### src/design/pdm_consts.vh
// Constants for the power-down mode controller.
// Function
// - SLEEP picks sleep, subsleep, standby or direct
// - Second gate bit 7 stops serial port B
// - Second gate bits 6..0 read zero
// - Sleep halts CPU, peripherals keep divided clock
// - Enabled unmasked interrupt ends sleep
// - Reset pin low resets CPU, ends sleep
// - Standby stops clocks, ports go high impedance
// - Standby wake restarts clock, waits, then interrupts
// - Subsleep halts oscillator, ports hold state
// - Subsleep wake restarts oscillator after wait; the code restarts it as the wait begins
// - Low-power modes reset timer V, serial, converter
// - Transition with subsleep select resets those modules
// - New divider applies only at SLEEP
// - Direct transition goes active then interrupts
// - Disabled direct interrupt enters sleep instead
// - Masked direct attempt enters unwakeable sleep
// - Gate bit one stops module clock
// - Divider codes: 0XX, /8, /16, /32, /64
`ifndef PDM_CONSTS_VH
`define PDM_CONSTS_VH
`define PDM_OFF_CTRL1      8'h00
`define PDM_OFF_CTRL2      8'h04
`define PDM_OFF_GATE1      8'h08
`define PDM_OFF_GATE2      8'h0C
`define PDM_OFF_STATUS     8'h10
`define PDM_C1_STBY_BIT    7
`define PDM_C1_STS_LSB     4
`define PDM_C2_SLEEP_TARGET_SELECT_BIT   7
`define PDM_C2_DIRECT_TRANSITION_ON_BIT    5
`define PDM_C2_MA_LSB      2
`define PDM_GATE1_MASK     8'h3E
`define PDM_GATE2_MASK     8'h80
`define PDM_GATE2_SERB_BIT 7
`define PDM_RESET_BYTE     8'h00
`define PDM_WAIT_BASE      16'h0010
`define PDM_CTRL1_MASK     8'hF0
`define PDM_CTRL2_MASK     8'hBC
`define PDM_DIV8_LAST      6'h07
`define PDM_DIV16_LAST     6'h0F
`define PDM_DIV32_LAST     6'h1F
`define PDM_DIV64_LAST     6'h3F
`endif

### src/design/pdm_clk_div.v
// Divider producing the one-cycle operating clock enable.
`timescale 1ns/1ps
`include "pdm_consts.vh"
module pdm_clk_div #(
   parameter WIDTH = 6
) (
   input  wire       clk_in,
   input  wire       reset_in,
   input  wire [2:0] sel_in,
   output wire       tick_out
);
   reg [WIDTH-1:0] count;
   reg [WIDTH-1:0] limit;

   // Divider code maps to terminal count.
   // divider code decode
   always @* begin
      case (sel_in)
         3'h4:    limit = `PDM_DIV8_LAST;
         3'h5:    limit = `PDM_DIV16_LAST;
         3'h6:    limit = `PDM_DIV32_LAST;
         3'h7:    limit = `PDM_DIV64_LAST;
         default: limit = 6'h00;
      endcase
   end

   // Free-running counter, pulses once per period.
   always @(posedge clk_in) begin
      if (reset_in || count >= limit) begin
         count <= {WIDTH{1'b0}};
      end else begin
         count <= count + 1'b1;
      end
   end

   assign tick_out = (count >= limit);
endmodule // pdm_clk_div

### src/design/pdm_power_ctrl.v
// Power-down mode controller with AXI4-Lite registers.
//
// The register offsets and the AXI4-Lite interface to the registers were decided locally.
`timescale 1ns/1ps
`include "pdm_consts.vh"
module pdm_power_ctrl (
   input  wire        clk_in,
   input  wire        reset_in,
   input  wire        ext_reset_pin_n_in,
   input  wire        sleep_exec_in,
   input  wire        int_mask_in,
   input  wire        int_req_in,
   input  wire        direct_int_en_in,
   input  wire [31:0] s_axi_awaddr,
   input  wire        s_axi_awvalid,
   output wire        s_axi_awready,
   input  wire [31:0] s_axi_wdata,
   input  wire [3:0]  s_axi_wstrb,
   input  wire        s_axi_wvalid,
   output wire        s_axi_wready,
   output reg  [1:0]  s_axi_bresp,
   output reg         s_axi_bvalid,
   input  wire        s_axi_bready,
   input  wire [31:0] s_axi_araddr,
   input  wire        s_axi_arvalid,
   output wire        s_axi_arready,
   output reg  [31:0] s_axi_rdata,
   output reg  [1:0]  s_axi_rresp,
   output reg         s_axi_rvalid,
   input  wire        s_axi_rready,
   output reg         cpu_run_out,
   output reg         cpu_reset_out,
   output reg         exc_start_out,
   output reg         direct_exc_out,
   output reg         osc_run_out,
   output reg         periph_clk_en_out,
   output reg         port_hiz_out,
   output reg         port_hold_out,
   output reg         low_reset_out,
   output reg  [4:0]  gate1_stop_out,
   output reg         serial_b_stop_out
);
   // One-hot mode states; the wake state covers the settling wait.
   // Status reads show these codes directly, so they stay one-hot.
   localparam S_ACTIVE = 5'h01;
   localparam S_SLEEP  = 5'h02;
   localparam S_SUBSLP = 5'h04;
   localparam S_STBY   = 5'h08;
   localparam S_WAKE   = 5'h10;

   // Mode state and the lock taken by a masked direct attempt.
   reg [4:0]  state;
   reg        sleep_locked;
   // Software-visible registers; reserved bits always hold zero.
   reg [7:0]  ctrl1;
   reg [7:0]  ctrl2;
   reg [7:0]  gate1;
   reg [7:0]  gate2;
   // Divider in force; it only follows the control register at a SLEEP.
   reg [2:0]  ma_live;
   // Settling countdown, loaded when a wake-up is accepted.
   reg [15:0] wait_cnt;
   // Write channel holding registers, since address and data may arrive apart.
   reg [31:0] aw_addr;
   reg        aw_held;
   reg [31:0] w_data;
   reg [3:0]  w_strb;
   reg        w_held;
   // Combinational helpers.
   reg [31:0] next_rdata;
   reg [15:0] wait_load;
   wire       div_tick;
   wire       wake_ok;
   wire       do_write;

   // A locked sleep ignores every interrupt; only reset_in or the reset pin clears it.
   // Ready is withheld while a response waits, so one write is in flight.
   // Read ready drops while read data wait, which keeps rdata stable.
   assign wake_ok       = int_req_in && !int_mask_in && !sleep_locked;
   assign s_axi_awready = !aw_held && !s_axi_bvalid;
   assign s_axi_wready  = !w_held && !s_axi_bvalid;
   assign s_axi_arready = !s_axi_rvalid;
   assign do_write      = aw_held && w_held && !s_axi_bvalid;

   // Operating clock enable at the latched divider setting.
   // A shorter period takes effect at once, because the count wraps on reaching it.
   // Ticks only gate peripheral clocks; the controller runs every cycle.
   pdm_clk_div #(
      .WIDTH (6)
   ) u_div (
      .clk_in   (clk_in),
      .reset_in (reset_in),
      .sel_in   (ma_live),
      .tick_out (div_tick)
   );

   // Settling wait length from the wait select field.
   // A shift keeps every choice a power of two, so no table is needed.
   // The count is in system clocks and only has to cover settling.
   always @* begin
      wait_load = `PDM_WAIT_BASE << ctrl1[`PDM_C1_STS_LSB +: 3];
   end

   // Write address and data are captured independently.
   // Holding each half lets the master offer them in either order.
   // Both holds clear together once the write is performed.
   always @(posedge clk_in) begin
      if (reset_in) begin
         aw_held <= 1'b0;
         w_held  <= 1'b0;
         aw_addr <= 32'h00000000;
         w_data  <= 32'h00000000;
         w_strb  <= 4'h0;
      end else begin
         if (s_axi_awvalid && s_axi_awready) begin
            aw_held <= 1'b1;
            aw_addr <= s_axi_awaddr;
         end else if (do_write) begin
            aw_held <= 1'b0;
         end
         if (s_axi_wvalid && s_axi_wready) begin
            w_held <= 1'b1;
            w_data <= s_axi_wdata;
            w_strb <= s_axi_wstrb;
         end else if (do_write) begin
            w_held <= 1'b0;
         end
      end
   end

   // Register writes and the write response.
   // Only byte lane 0 carries register bits; the other lanes are ignored.
   // Unmapped offsets written through lane 0 answer with an error and change nothing.
   always @(posedge clk_in) begin
      if (reset_in) begin
         ctrl1        <= `PDM_RESET_BYTE;
         ctrl2        <= `PDM_RESET_BYTE;
         gate1        <= `PDM_RESET_BYTE;
         gate2        <= `PDM_RESET_BYTE;
         s_axi_bvalid <= 1'b0;
         s_axi_bresp  <= 2'h0;
      end else begin
         if (do_write) begin
            s_axi_bvalid <= 1'b1;
            s_axi_bresp  <= 2'h0;
            if (w_strb[0]) begin
               case (aw_addr[7:0])
                  `PDM_OFF_CTRL1: ctrl1 <= w_data[7:0] & `PDM_CTRL1_MASK;
                  `PDM_OFF_CTRL2: ctrl2 <= w_data[7:0] & `PDM_CTRL2_MASK;
                  `PDM_OFF_GATE1: gate1 <= w_data[7:0] & `PDM_GATE1_MASK;
                  `PDM_OFF_GATE2: gate2 <= w_data[7:0] & `PDM_GATE2_MASK;
                  `PDM_OFF_STATUS: ;
                  default: s_axi_bresp <= 2'h2;
               endcase
            end
         end else if (s_axi_bvalid && s_axi_bready) begin
            s_axi_bvalid <= 1'b0;
         end
      end
   end

   // Read data mux, status shows mode and live divider.
   // Unused addresses read zero; the response code flags them.
   always @* begin
      case (s_axi_araddr[7:0])
         `PDM_OFF_CTRL1:  next_rdata = {24'h000000, ctrl1};
         `PDM_OFF_CTRL2:  next_rdata = {24'h000000, ctrl2};
         `PDM_OFF_GATE1:  next_rdata = {24'h000000, gate1};
         `PDM_OFF_GATE2:  next_rdata = {24'h000000, gate2};
         `PDM_OFF_STATUS: next_rdata = {23'h000000, sleep_locked, ma_live, state};
         default:         next_rdata = 32'h00000000;
      endcase
   end

   // Read response.
   // Read data are registered so they stay put while rvalid waits.
   // Misaligned or out-of-range reads also answer with an error.
   always @(posedge clk_in) begin
      if (reset_in) begin
         s_axi_rvalid <= 1'b0;
         s_axi_rdata  <= 32'h00000000;
         s_axi_rresp  <= 2'h0;
      end else if (s_axi_arvalid && s_axi_arready) begin
         s_axi_rvalid <= 1'b1;
         s_axi_rdata  <= next_rdata;
         s_axi_rresp  <= (s_axi_araddr[7:0] > `PDM_OFF_STATUS ||
                          s_axi_araddr[1:0] != 2'h0) ? 2'h2 : 2'h0;
      end else if (s_axi_rvalid && s_axi_rready) begin
         s_axi_rvalid <= 1'b0;
      end
   end

   // Mode sequencer.
   // Pulse outputs default low each cycle and are raised for one edge.
   // The reset pin outranks every mode, a locked sleep included.
   always @(posedge clk_in) begin
      exc_start_out  <= 1'b0;
      direct_exc_out <= 1'b0;
      low_reset_out  <= 1'b0;
      if (reset_in) begin
         state         <= S_ACTIVE;
         sleep_locked  <= 1'b0;
         ma_live       <= 3'h0;
         wait_cnt      <= 16'h0000;
         cpu_reset_out <= 1'b1;
      end else if (!ext_reset_pin_n_in) begin
         state         <= S_ACTIVE;
         sleep_locked  <= 1'b0;
         cpu_reset_out <= 1'b1;
         // Module resets last as long as the low-power mode shows on the ports.
         low_reset_out <= (state == S_SUBSLP) || (state == S_STBY);
      end else begin
         cpu_reset_out <= 1'b0;
         case (state)
            S_ACTIVE: begin
               // Mode choice uses the register values at the SLEEP edge.
               if (sleep_exec_in) begin
                  ma_live <= ctrl2[`PDM_C2_MA_LSB +: 3];
                  low_reset_out <= ctrl2[`PDM_C2_SLEEP_TARGET_SELECT_BIT];
                  if (ctrl2[`PDM_C2_DIRECT_TRANSITION_ON_BIT]) begin
                     if (int_mask_in) begin
                        state        <= S_SLEEP;
                        sleep_locked <= 1'b1;
                     end else if (!direct_int_en_in) begin
                        state <= S_SLEEP;
                     end else begin
                        direct_exc_out <= 1'b1;
                     end
                  end else if (ctrl1[`PDM_C1_STBY_BIT]) begin
                     state <= S_STBY;
                  end else if (ctrl2[`PDM_C2_SLEEP_TARGET_SELECT_BIT]) begin
                     state <= S_SUBSLP;
                  end else begin
                     state <= S_SLEEP;
                  end
               end
            end
            S_SLEEP: begin
               if (wake_ok) begin
                  state         <= S_ACTIVE;
                  exc_start_out <= 1'b1;
               end
            end
            S_SUBSLP, S_STBY: begin
               low_reset_out <= 1'b1;
               // The counter is loaded here so the wait starts with the oscillator.
               // load settling counter
               if (wake_ok) begin
                  state    <= S_WAKE;
                  wait_cnt <= wait_load;
               end
            end
            S_WAKE: begin
               // Counting down to zero gives the load plus one cycle of settling.
               // release after wait expires
               if (wait_cnt == 16'h0000) begin
                  state         <= S_ACTIVE;
                  exc_start_out <= 1'b1;
               end else begin
                  wait_cnt <= wait_cnt - 16'h0001;
               end
            end
            // Any illegal code falls back to active.
            default: state <= S_ACTIVE;
         endcase
      end
   end

   // Clock, port and gating controls per mode.
   // Mode outputs follow the state one edge later, all from the same state value,
   // so every mode output changes together.
   always @(posedge clk_in) begin
      if (reset_in) begin
         cpu_run_out       <= 1'b1;
         osc_run_out       <= 1'b1;
         periph_clk_en_out <= 1'b0;
         port_hiz_out      <= 1'b0;
         port_hold_out     <= 1'b0;
         gate1_stop_out    <= 5'h00;
         serial_b_stop_out <= 1'b0;
      end else begin
         cpu_run_out       <= (state == S_ACTIVE);
         osc_run_out       <= (state != S_SUBSLP) && (state != S_STBY);
         periph_clk_en_out <= div_tick && (state == S_ACTIVE || state == S_SLEEP);
         // Ports float only in standby; in subsleep they hold their levels.
         port_hiz_out      <= (state == S_STBY);
         port_hold_out     <= (state == S_SUBSLP);
         // Gate bits pass through a flop so module clocks switch cleanly.
         // gate bits stop clocks
         gate1_stop_out    <= gate1[5:1];
         serial_b_stop_out <= gate2[`PDM_GATE2_SERB_BIT];
      end
   end
endmodule // pdm_power_ctrl

### config.mk
export PLATFORM = sky130hd
export DESIGN_NAME = pdm_power_ctrl
export DESIGN_NICKNAME = d
export VERILOG_FILES = /design/src/design/pdm_clk_div.v /design/src/design/pdm_power_ctrl.v
export VERILOG_INCLUDE_DIRS = /design/src /design/src/design
export SDC_FILE = /design/constraint.sdc
export NUM_CORES = 1
export LEC_CHECK = 0
export BUFFER_PORTS_ARGS = -buffer_cell sky130_fd_sc_hd__buf_4
export CAP_MARGIN = 0
export CORE_UTILIZATION = 23
export CTS_CLUSTER_DIAMETER = 80
export DETAILED_ROUTE_END_ITERATION = 6
export SYNTH_ARGS = -nofsm -noshare
export SYNTH_HDL_FRONTEND = slang
export SYNTH_SLANG_ARGS = --single-unit
### constraint.sdc
create_clock -name clk_in -period 6 [get_ports clk_in]
set_input_delay 0.3 -clock clk_in [delete_from_list [all_inputs] [get_ports clk_in]]
set_output_delay 0.3 -clock clk_in [all_outputs]
set_load 0.01 [all_outputs]
Word-level counts from Yosys, hierarchy flattened:

Cells that the tools add are included.

* register bits: 118
* latch bits: 0
* RAM bits: 0
* ROM bits: 0
* input port bits: 112
* output and inout bits: 56
* logic and storage cells: 141
* memories kept: 0

* add/sub/neg operators: 2
* multipliers: 0
* divide/modulo/power cells: 0
* magnitude comparators: 2
* eq/ne operators: 25
* shift operators: 1
* muxes and demuxes: 33
* bitwise operators: 4
* reduce and logical (&&, ||, !) cells: 44

Operators with widths (count)
* 9-bit case mux with 5 select lines: 1
* 5-bit two-way mux: 7
* 8-bit by 4-bit == test with 1-bit output, second input constant: 4
* 16-bit two-way mux: 2
* 16-bit case mux with 2 select lines: 1
* 6-bit case mux with 4 select lines: 1
* 5-bit case mux with 4 select lines: 1
* 8-bit by 3-bit == test with 1-bit output, second input constant: 2
* 8-bit by 5-bit == test with 1-bit output, second input constant: 2
* 16-bit zero test: 1
* 8-bit zero test: 2
* 5-bit by 3-bit << shifter with 16-bit output, first input constant: 1
* 16-bit by 1-bit subtractor with 16-bit output, second input constant: 1
* 3-bit AND reduction: 5
* 1-bit logical AND: 13
* 1-bit two-way mux: 13
* 3-bit == test, second input constant: 4
* 2-bit nonzero test: 6
* 2-bit != test, second input constant: 5
* 8-bit by 5-bit > comparator with 1-bit output, second input constant: 1
* 4-bit AND reduction: 2
* 6-bit by 1-bit adder with 6-bit output, second input constant: 1
* 6-bit >= comparator: 1
* 1-bit zero test: 6
* other kinds (18): 28

Depth between registers and ports, before layout:

Gate-level depths: netlist of the first run.

* depth after elaboration: 5
* gate-level depth with buffers: 8
* gate-level depth less buffers: 7

Hierarchy:

From an unflattened synthesis of the first run, not the netlist that was laid out.

* cells, all modules: 534
* area, all modules: 4505.6 µm²

Modules (own cells, without submodules)
* pdm_power_ctrl: instances 1, cells an instance 491, area each 4113.9 µm², seq. area each 1721.7 µm²
* pdm_clk_div: instances 1, cells an instance 43, area each 391.6 µm², seq. area each 120.1 µm²

Least setup slack after synthesis of the first run:

No wires, ideal clock.

* kind: flip-flop to flip-flop
* from: register wait_cnt[0]
* to: register wait_cnt[13]
* setup time: 0.070 ns
* arrival time: 1.836 ns
* data required time: 5.930 ns
* setup slack: 4.094 ns
* cell stages (with the launch flop): 8
* path buffers: 0
* clock period less this slack: 1.906 ns
* cells stage by stage: dfxtp_1 > inv_1 > ha_1 > nor3b_1 > and2_1 > a32o_2 > or4_1 > a21boi_1

* word-level cells in the longest chain between the ends: 3
* elaborated cells between the ends (all ways): 6
* classes of those cells: add/sub (1); eq/ne (1); mux (2); reduce/logical (2)

Ends and longest elaborated chain
* from (decl): RTL line pdm_power_ctrl.v:62 `reg [15:0] wait_cnt;`
* from (signal assigned): RTL line pdm_power_ctrl.v:250 `wait_cnt <= wait_load;`
* from (signal assigned): RTL line pdm_power_ctrl.v:260 `wait_cnt <= wait_cnt - 16'h0001;`
* 16-bit by 1-bit subtractor with 16-bit output / 16-bit zero test (equally long branches): RTL line pdm_power_ctrl.v:260, pdm_power_ctrl.v:256
* 16-bit two-way mux / 2-bit != test (equally long branches)
* 16-bit case mux with 2 select lines / 4-bit AND reduction (equally long branches)

Parallel ways exist; a longest one is shown, timed or not. The select of a mux whose other input is x is not followed.
A chain may end at the register's enable or synchronous reset.

Worst setup path in the final report of the first run:

* from: register wait_cnt[0]
* to: register wait_cnt[15]

The elaborated chain is that of the path after synthesis.

==> results of run 1 <==
worst max path at each step:
stage	startpoint	endpoint	slack [ns]	cells after the start
after floorplan	wait_cnt[0]	wait_cnt[13]	4.09	7
after global placement	s_axi_araddr[5]	s_axi_rdata[4]	3.80	5
after detailed placement	wait_cnt[0]	wait_cnt[15]	3.79	7
after CTS	wait_cnt[0]	wait_cnt[15]	3.78	7
after global routing	wait_cnt[0]	wait_cnt[8]	3.63	7
final	wait_cnt[0]	wait_cnt[15]	3.80	7
cell type report:
cell class                 count  area [sq um]  area share
multi-input combinational    376          2230       0.426
sequential                    92          1840       0.353
timing repair buffer          67           503      0.0964
tap                          229           287      0.0549
clock buffer                  10           239      0.0458
clock inverter                 6          67.6      0.0129
inverter                      15          56.3      0.0108
through the flow:
stage	setup slack, ns	util	instance area (sq um)	std cells
finish	3.80	0.288	5220	795
detailed placement	3.79	0.271	4910	779
global route	3.63	0.288	5220	795
global placement	3.80	0.271	4910	779
floorplan	4.09	-	4400	529
CTS	3.78	0.288	5220	795
flip-flops by register name, indices dropped and copies added, names as in the netlist, 3 cells and up:
signal          flops
aw_addr             8
ctrl1               4
u_div.count         6
w_data              7
wait_cnt           16
ma_live             3
gate1               5
state               5
ctrl2               5
gate1_stop_out      5
s_axi_rdata         9
power by group:
group | switching, uW | leakage, uW | internal (uW)
Clock | 271 | 0.000151 | 306
Combinational | 57.3 | 0.00124 | 38.6
Sequential | 11.9 | 0.000746 | 623
metal layers:
metal,share of wire,wire length [um],global-route usage
met4,0.0054,57,0.0298
met1,0.47,4930,0.147
met3,0.049,518,0.0366
met2,0.48,5010,0.182
met5,0,0,0
kinds of logic after synthesis:
group,synth area share
adder cells (fa/ha/maj),0.0232
flip-flops,0.427
multiplexers,0.0583
AO/OA/AOI/OAI,0.148
buffers and inverters,0.0780
other,0.000869
XOR/XNOR,0.0119
AND/OR/NAND/NOR,0.253
cells in the final DEF, fill, tap and decap left out, types with 3 or more instances in the layout:
cell type,count
nand3_1,17
o21ai_1,8
nand4b_1,4
or4_1,4
a21o_1,4
nand2_1,70
o211ai_1,4
xor2_1,3
buf_4,67
dfxtp_1,92
clkbuf_16,9
mux2i_1,24
a21oi_1,41
nor4_1,7
and2_1,5
nor2_1,41
nand2b_1,7
inv_8,3
inv_1,15
and3_1,6
o21ai_0,20
nor3b_1,6
a21boi_1,3
ha_1,8
nor2b_1,9
nor3_1,12
conb_1,25
==> impl_metrics.tcl, run 1 <==
set metrics [dict create \
    fin_skew_ns 0.00906 \
    netlist_area_sq_um 4310 \
    yosys-top-cells-count "dfxtp_1 (92), nand2_1 (70), a21oi_1 (41), nor2_1 (41), buf_4 (26)" \
    hold_path_depth 2 \
    hold_path.class "input port to flop" \
    maxSlewHeadroom 0.351 \
    port-buffer-count 66 \
    power_uw 1310 \
    r2r-start "wait_cnt[0]" \
    dieArea_sq_um 19300 \
    wl_per_cell_um 13.2 \
    synth_top_area_frac 0.427 \
    cpLargestDelayFamily "simple AND/OR/NAND/NOR gates" \
    rows 49 \
    ys.flop_type "dfxtp_1" \
    leakagePower_uw 0.00213 \
    outcome "finished, violations left" \
    synthArstFlopShare 0 \
    yosysTopAreaCell "dfxtp_1" \
    yosysWarnings 0 \
    reg2reg_slack_ns 3.80 \
    avgViaCountPerCell 4.48 \
    grt_pass1_wl_um 17300 \
    grt_max_degree 61 \
    fin_nets 681 \
    crit_path_end_kind "flop" \
    area_growth_pct 21.0 \
    crit_buf_inv 1 \
    cap_violations 0 \
    irDropWorstVdd_v 0.000128 \
    crit_fanout 14 \
    slew_violations 0 \
    power-per-cell-area_nw_per_um2 250 \
    die_y_um 139 \
    required_ns 6.28 \
    cts_resized 0 \
    drc 2 \
    setup_tns_ns 0 \
    rsz0062_at_grt "no" \
    place_hpwl_um 7810 \
    post_synth.cell_area_avg_sq_um 8.54 \
    ys_seq_area_frac 0.427 \
    drtPass1Iterations 7 \
    critPathKind "flop to flop" \
    ys_types 65 \
    clk_pin_slew_worst_paths_ns 0.07 \
    core_sq_um 18100 \
    ctsHoldBuffers 0 \
    cts_setup_buffers 0 \
    fin_crit_ns 2.20 \
    ys_ff_latch 92 \
    min_period_over_period 0.367 \
    cp-start-kind "flop" \
    first_global_vias 3396 \
    crit_arrival_ns 2.48 \
    ys_top_cells_by_area "dfxtp_1 (43%), nand2_1 (6.1%), mux2i_1 (5.6%), a21oi_1 (4.8%), buf_4 (4.5%)" \
    synthCells 505 \
    clockBufferDepth 2 \
    hold_path_end "s_axi_rvalid" \
    cts_buffers 9 \
    crit_path_top_delay_cell "or4_1" \
    violations "DRC" \
    root_buffer "clkbuf_16" \
    drt_iter0_drc 211 \
    fmax_ghz 0.454 \
    antenna_found_initial 0 \
    gp_congestion 0.759 \
    worst_slew_pin_slew_ns 0.966 \
    rr_worst_depth 7 \
    hold_violations 0 \
    n_antenna_cell 0 \
    cts_tree "done" \
    clk_latency_ns 0.35 \
    final_antenna_net_count 0 \
    synth_edf_count 0 \
    final.fill_count 1944 \
    cts.sinks 92 \
    grt-ovfl-total 0 \
    routed_wl_um 10500 \
    grt_use_total 0.114 \
    io_pins 168 \
    max_stage_delay_ns 0.49 \
    cp_cell_sequence "inv_1 -> ha_1 -> nor3b_1 -> and2_1 -> a32o_2 -> or4_1 -> a21boi_1" \
    rr_endpoint "wait_cnt[15]" \
    yosysMostFrequentCell "dfxtp_1" \
    via_count 3560 \
    start_util 0.238 \
    htreeDepth 3 \
    drive_above_1_share 0.173 \
    setup_viol 0 \
    min-delay-start "s_axi_rready" \
    fin_hold_ws_ns 0.124 \
    die_w_um 139 \
]
Note: power is estimated with default switching activity, not from simulation.
==> inputs of run 2 (changes only) <==
Clock period 6 ns to 2.1 ns, I/O delays scaled along.
==> impl_metrics.tcl, run 2 (synthesis results as in run 1) <==
set metrics [dict create \
    outcome "finished, violations left" \
    violations "DRC" \
    rr_endpoint "wait_cnt[13]" \
    fin_skew_ns 0.00886 \
    final_cell_mix "dfxtp_1 (90), buf_4 (90), nand2_1 (70)" \
    min_period_over_period 0.936 \
    hold_violations 0 \
    crit_cells 5 \
    fin_crit_ns 1.96 \
    maxSlewHeadroom 0.620 \
    via_count 3732 \
    cp-start-kind "flop" \
    power-per-cell-area_nw_per_um2 664 \
    rr_worst_depth 5 \
    hold_path.class "input port to flop" \
    dp.cells 803 \
    worst_slew_pin_slew_ns 0.570 \
    cp_cell_sequence "xor2_2 -> nand4_1 -> a32o_2 -> or4_1 -> a21boi_1" \
    root_buffer "clkbuf_16" \
    grt.busiest_layer "met2" \
    regMostFlops "wait_cnt" \
    grt_use_met2 0.187 \
    die_y_um 139 \
    crit_buf_inv 0 \
    required_ns 2.39 \
    first_global_vias 3495 \
    start_util 0.238 \
    top_regs "wait_cnt x16, s_axi_rdata x9, aw_addr x8" \
    clk_latency_ns 0.36 \
    power_uw 3700 \
    slew_violations 0 \
    die_w_um 139 \
    avgViaCountPerCell 4.47 \
    largest_reg_flops 16 \
    setup_tns_ns 0 \
    use_met3 0.0394 \
    grt_use_met1 0.151 \
    rows 49 \
    reg2reg_slack_ns 0.14 \
    core_sq_um 18100 \
    grt_pass1_wl_um 17700 \
    drt_iter0_drc 214 \
    fin_nets 722 \
    r2r-start "state[3]" \
    cpLargestDelayFamily "simple AND/OR/NAND/NOR gates" \
    place_hpwl_um 8120 \
    cts_setup_buffers 0 \
    crit_path_end_kind "flop" \
    clockBufferDepth 2 \
    final.fill_count 1943 \
    irDropWorstVdd_v 0.000354 \
    wl_per_cell_um 13.0 \
    critPathKind "flop to flop" \
    final_antenna_net_count 0 \
    crit_fanout 8 \
    endpoint "wait_cnt[13]" \
    instances_no_fill 835 \
    clk_pin_slew_worst_paths_ns 0.07 \
    max_stage_delay_ns 0.54 \
    grt_use_total 0.117 \
    crit_arrival_ns 2.26 \
    io_pins 168 \
    setup_viol 0 \
    fmax_ghz 0.509 \
    drive_above_1_share 0.208 \
    drtPass1Iterations 7 \
    cts.sinks 92 \
    routed_wl_um 10900 \
    cts_buffers 9 \
    crit_path_top_delay_cell "dfxtp_1" \
    grt_max_degree 54 \
    n_antenna_cell 0 \
    htreeDepth 3 \
    gp_congestion 0.849 \
    grt-ovfl-total 0 \
    leakagePower_uw 0.00232 \
    antenna_found_initial 0 \
    cp-startpoint "state[3]" \
    cap_violations 0 \
    dieArea_sq_um 19300 \
    port-buffer-count 66 \
    area_growth_pct 29.2 \
    cts_tree "done" \
    rsz0062_at_grt "no" \
    drc 2 \
]
[run 2: changes by cell type in the layout (fill, tap and decap cells not counted), moves of 2 or more]
cell | previous run | this run
dfxtp_1 | 92 | 90
dlygate4sd3_1 | 0 | 17
dfxtp_2 | 0 | 2
inv_6 | 0 | 2
buf_4 | 67 | 90
[run 2: repair_timing]
| item | 4_1_cts | 5_1_grt |
|---|---|---|
| resized for setup | 0 | 7 |
| hold buffers | 16 | 1 |
| hold endpoints to repair | 16 | 1 |
| setup endpoints to repair | 0 | 10 |
[run 2: area by class of cell]
type                       count  area, sq um  share of cell area
multi-input combinational    376         2250               0.403
sequential                    92         1840               0.331
timing repair buffer         108          857               0.154
tap                          229          287              0.0514
clock buffer                   9          225              0.0404
clock inverter                 6         56.3              0.0101
inverter                      15         56.3              0.0101
[run 2: metrics by stage]
stage                     cell area (sq um)  setup WS (ns)  hold slack, ns  utilization
after floorplan                        4400          0.194           0.204            -
after global routing                   5570         0.0111         0.00174        0.307
after CTS                              5540         0.0959        0.000381        0.305
final                                  5570          0.135         0.00620        0.307
after global placement                 5090          0.137           0.291        0.281
after detailed placement               5090          0.124           0.293        0.281
[run 2: worst min-delay path by stage]
| stage | start | endpoint | slack (ns) | cells past startpoint |
|---|---|---|---|---|
| 6_report | s_axi_awaddr[3] | aw_addr[3] | 0.006 | 3 |
| 5_1_grt | s_axi_awaddr[3] | aw_addr[3] | 0.002 | 3 |
| 4_1_cts | s_axi_bready | s_axi_bvalid | 0.0004 | 3 |
| 3_5_place_dp | s_axi_rready | s_axi_rvalid | 0.29 | 2 |
| 3_3_place_gp | s_axi_rready | s_axi_rvalid | 0.29 | 2 |
| 2_1_floorplan | s_axi_rready | s_axi_rvalid | 0.20 | 1 |
[run 2: worst register-to-register path, stage by stage, from the launching register on]
cell      delay (ns)
dfxtp_1         0.54
xor2_2          0.21
nand4_1         0.17
a32o_2          0.34
or4_1           0.49
a21boi_1        0.14
[run 2: metal layers]
metal / vias up / share of wire
met2: 63 / 0.47
met3: 7 / 0.043
met1: 1742 / 0.48
met5: - / 0
met4: 0 / 0.0091
li1: 1920 / -
[run 2: power by group]
part | switching (uW) | internal, uW
sequential | 34.3 | 1780
clock | 745 | 823
combinational | 176 | 145
==> inputs of run 3 (changes only) <==
Settings changed: CORE_UTILIZATION 23 to 49, PLACE_DENSITY set to 0.8.
Clock period 2.1 ns to 2.15 ns, I/O delays scaled along.
==> impl_metrics.tcl, run 3 (synthesis results as in run 1) <==
set metrics [dict create \
    maxSlewHeadroom 0.583 \
    slew_violations 0 \
    setup_tns_ns 0 \
    grt_use_total 0.223 \
    crit_fanout 8 \
    largest_reg_flops 16 \
    drive_above_1_share 0.187 \
    power-per-cell-area_nw_per_um2 618 \
    dp.cells 669 \
    dieArea_sq_um 9180 \
    mostFrequentLayoutCell "dfxtp_1" \
    cts.sinks 92 \
    n_antenna_cell 0 \
    fmax_ghz 0.496 \
    io_pins 168 \
    crit_path_end_kind "flop" \
    drtPass1Iterations 4 \
    cts_buffers 9 \
    fin_nets 708 \
    grt_pass1_wl_um 15800 \
    cts_tree "done" \
    avgViaCountPerCell 5.48 \
    area_growth_pct 20.2 \
    first_global_vias 3529 \
    clk_pin_slew_worst_paths_ns 0.09 \
    htreeDepth 3 \
    irDropWorstVdd_v 0.000324 \
    fin_skew_ns 0.00975 \
    start_util 0.515 \
    setup_viol 0 \
    regMostFlops "wait_cnt" \
    place_hpwl_um 7180 \
    clk_latency_ns 0.36 \
    clockBufferDepth 2 \
    worst_slew_pin_slew_ns 0.624 \
    grt_max_degree 61 \
    crit_arrival_ns 2.31 \
    routed_wl_um 9660 \
    final_cell_mix "dfxtp_1 (91), buf_4 (81), nand2_1 (70)" \
    via_count 3822 \
    cap_violations 0 \
    required_ns 2.44 \
    core_sq_um 8380 \
    leakagePower_uw 0.00221 \
    die_y_um 95.8 \
    port-buffer-count 66 \
    min_period_over_period 0.938 \
    rows 33 \
    drc 0 \
    hold_path.class "input port to flop" \
    top_regs "wait_cnt x16, s_axi_rdata x9, aw_addr x8" \
    root_buffer "clkbuf_8" \
    die_w_um 95.8 \
    drt_iter0_drc 182 \
    critPathKind "flop to flop" \
    gp_congestion 0.831 \
    hold_violations 0 \
    outcome "completed" \
    wl_per_cell_um 13.8 \
    cp-start-kind "flop" \
    fin_crit_ns 2.02 \
    instances_no_fill 698 \
    rsz0062_at_grt "no" \
    final_antenna_net_count 0 \
    antenna_found_initial 0 \
    grt-ovfl-total 0 \
]
==> run 3: where the power goes <==
part / leakage (uW) / internal [uW] / switching (uW) / total, uW
sequential: 0.000746 / 1740 / 33.6 / 1770
combinational: 0.00136 / 128 / 161 / 289
clock: 0.0000979 / 545 / 601 / 1150
==> run 3: layer usage <==
| layer | wire (um) | up-vias | GRT usage |
|---|---|---|---|
| li1 | - | 1897 | - |
| met1 | 4270 | 1769 | 0.273 |
| met2 | 4610 | 136 | 0.383 |
| met3 | 572 | 20 | 0.0355 |
| met4 | 213 | 0 | 0.104 |
| met5 | 0 | - | 0 |
==> run 3: final cells by class <==
cell class	instances	area [sq um]
clock buffers	11	131
clock inverters	5	61.3
fillers	707	3190
inverters	15	56.3
multi-input cells	376	2230
flip-flops and latches	92	1840
well taps	105	131
repair buffers	94	738
==> run 3: worst max-delay path, stage by stage, from the launching register on <==
cell and delay, ns:
dfxtp_2 0.35, inv_1 0.05, ha_1 0.22, nor3b_1 0.16, and2_1 0.20, a32o_2 0.33, or4_1 0.48, a21boi_1 0.15
==> run 3: stage by stage <==
step           power (uW)  hold slack, ns  instance area [sq um]  setup WS [ns]   util
2_1_floorplan        1990           0.207                   4400          0.244      -
3_3_place_gp         2070           0.291                   4860          0.148  0.580
3_5_place_dp         2080           0.296                   4860          0.101  0.580
4_1_cts              3220        0.000882                   5190         0.0806  0.619
5_1_grt              3340         0.00238                   5190         0.0112  0.619
6_report             3210          0.0108                   5190          0.133  0.619
==> run 3: final timing paths <==
kind,start,end,slack [ns],cells after the start
max reg2reg,wait_cnt[0],wait_cnt[15],0.13,7
min,s_axi_bready,s_axi_bvalid,0.01,3
max,wait_cnt[0],wait_cnt[15],0.13,7
min reg2reg,aw_addr[6],aw_addr[6],0.46,2
==> run 3: timing repair <==
| action | 4_1_cts | 5_1_grt |
|---|---|---|
| resized for setup | 0 | 1 |
| hold buffers | 13 | 0 |
| endpoints found under the hold margin | 13 | 0 |
| buffers inserted | 0 | 0 |
| setup endpoints to repair | 0 | 3 |
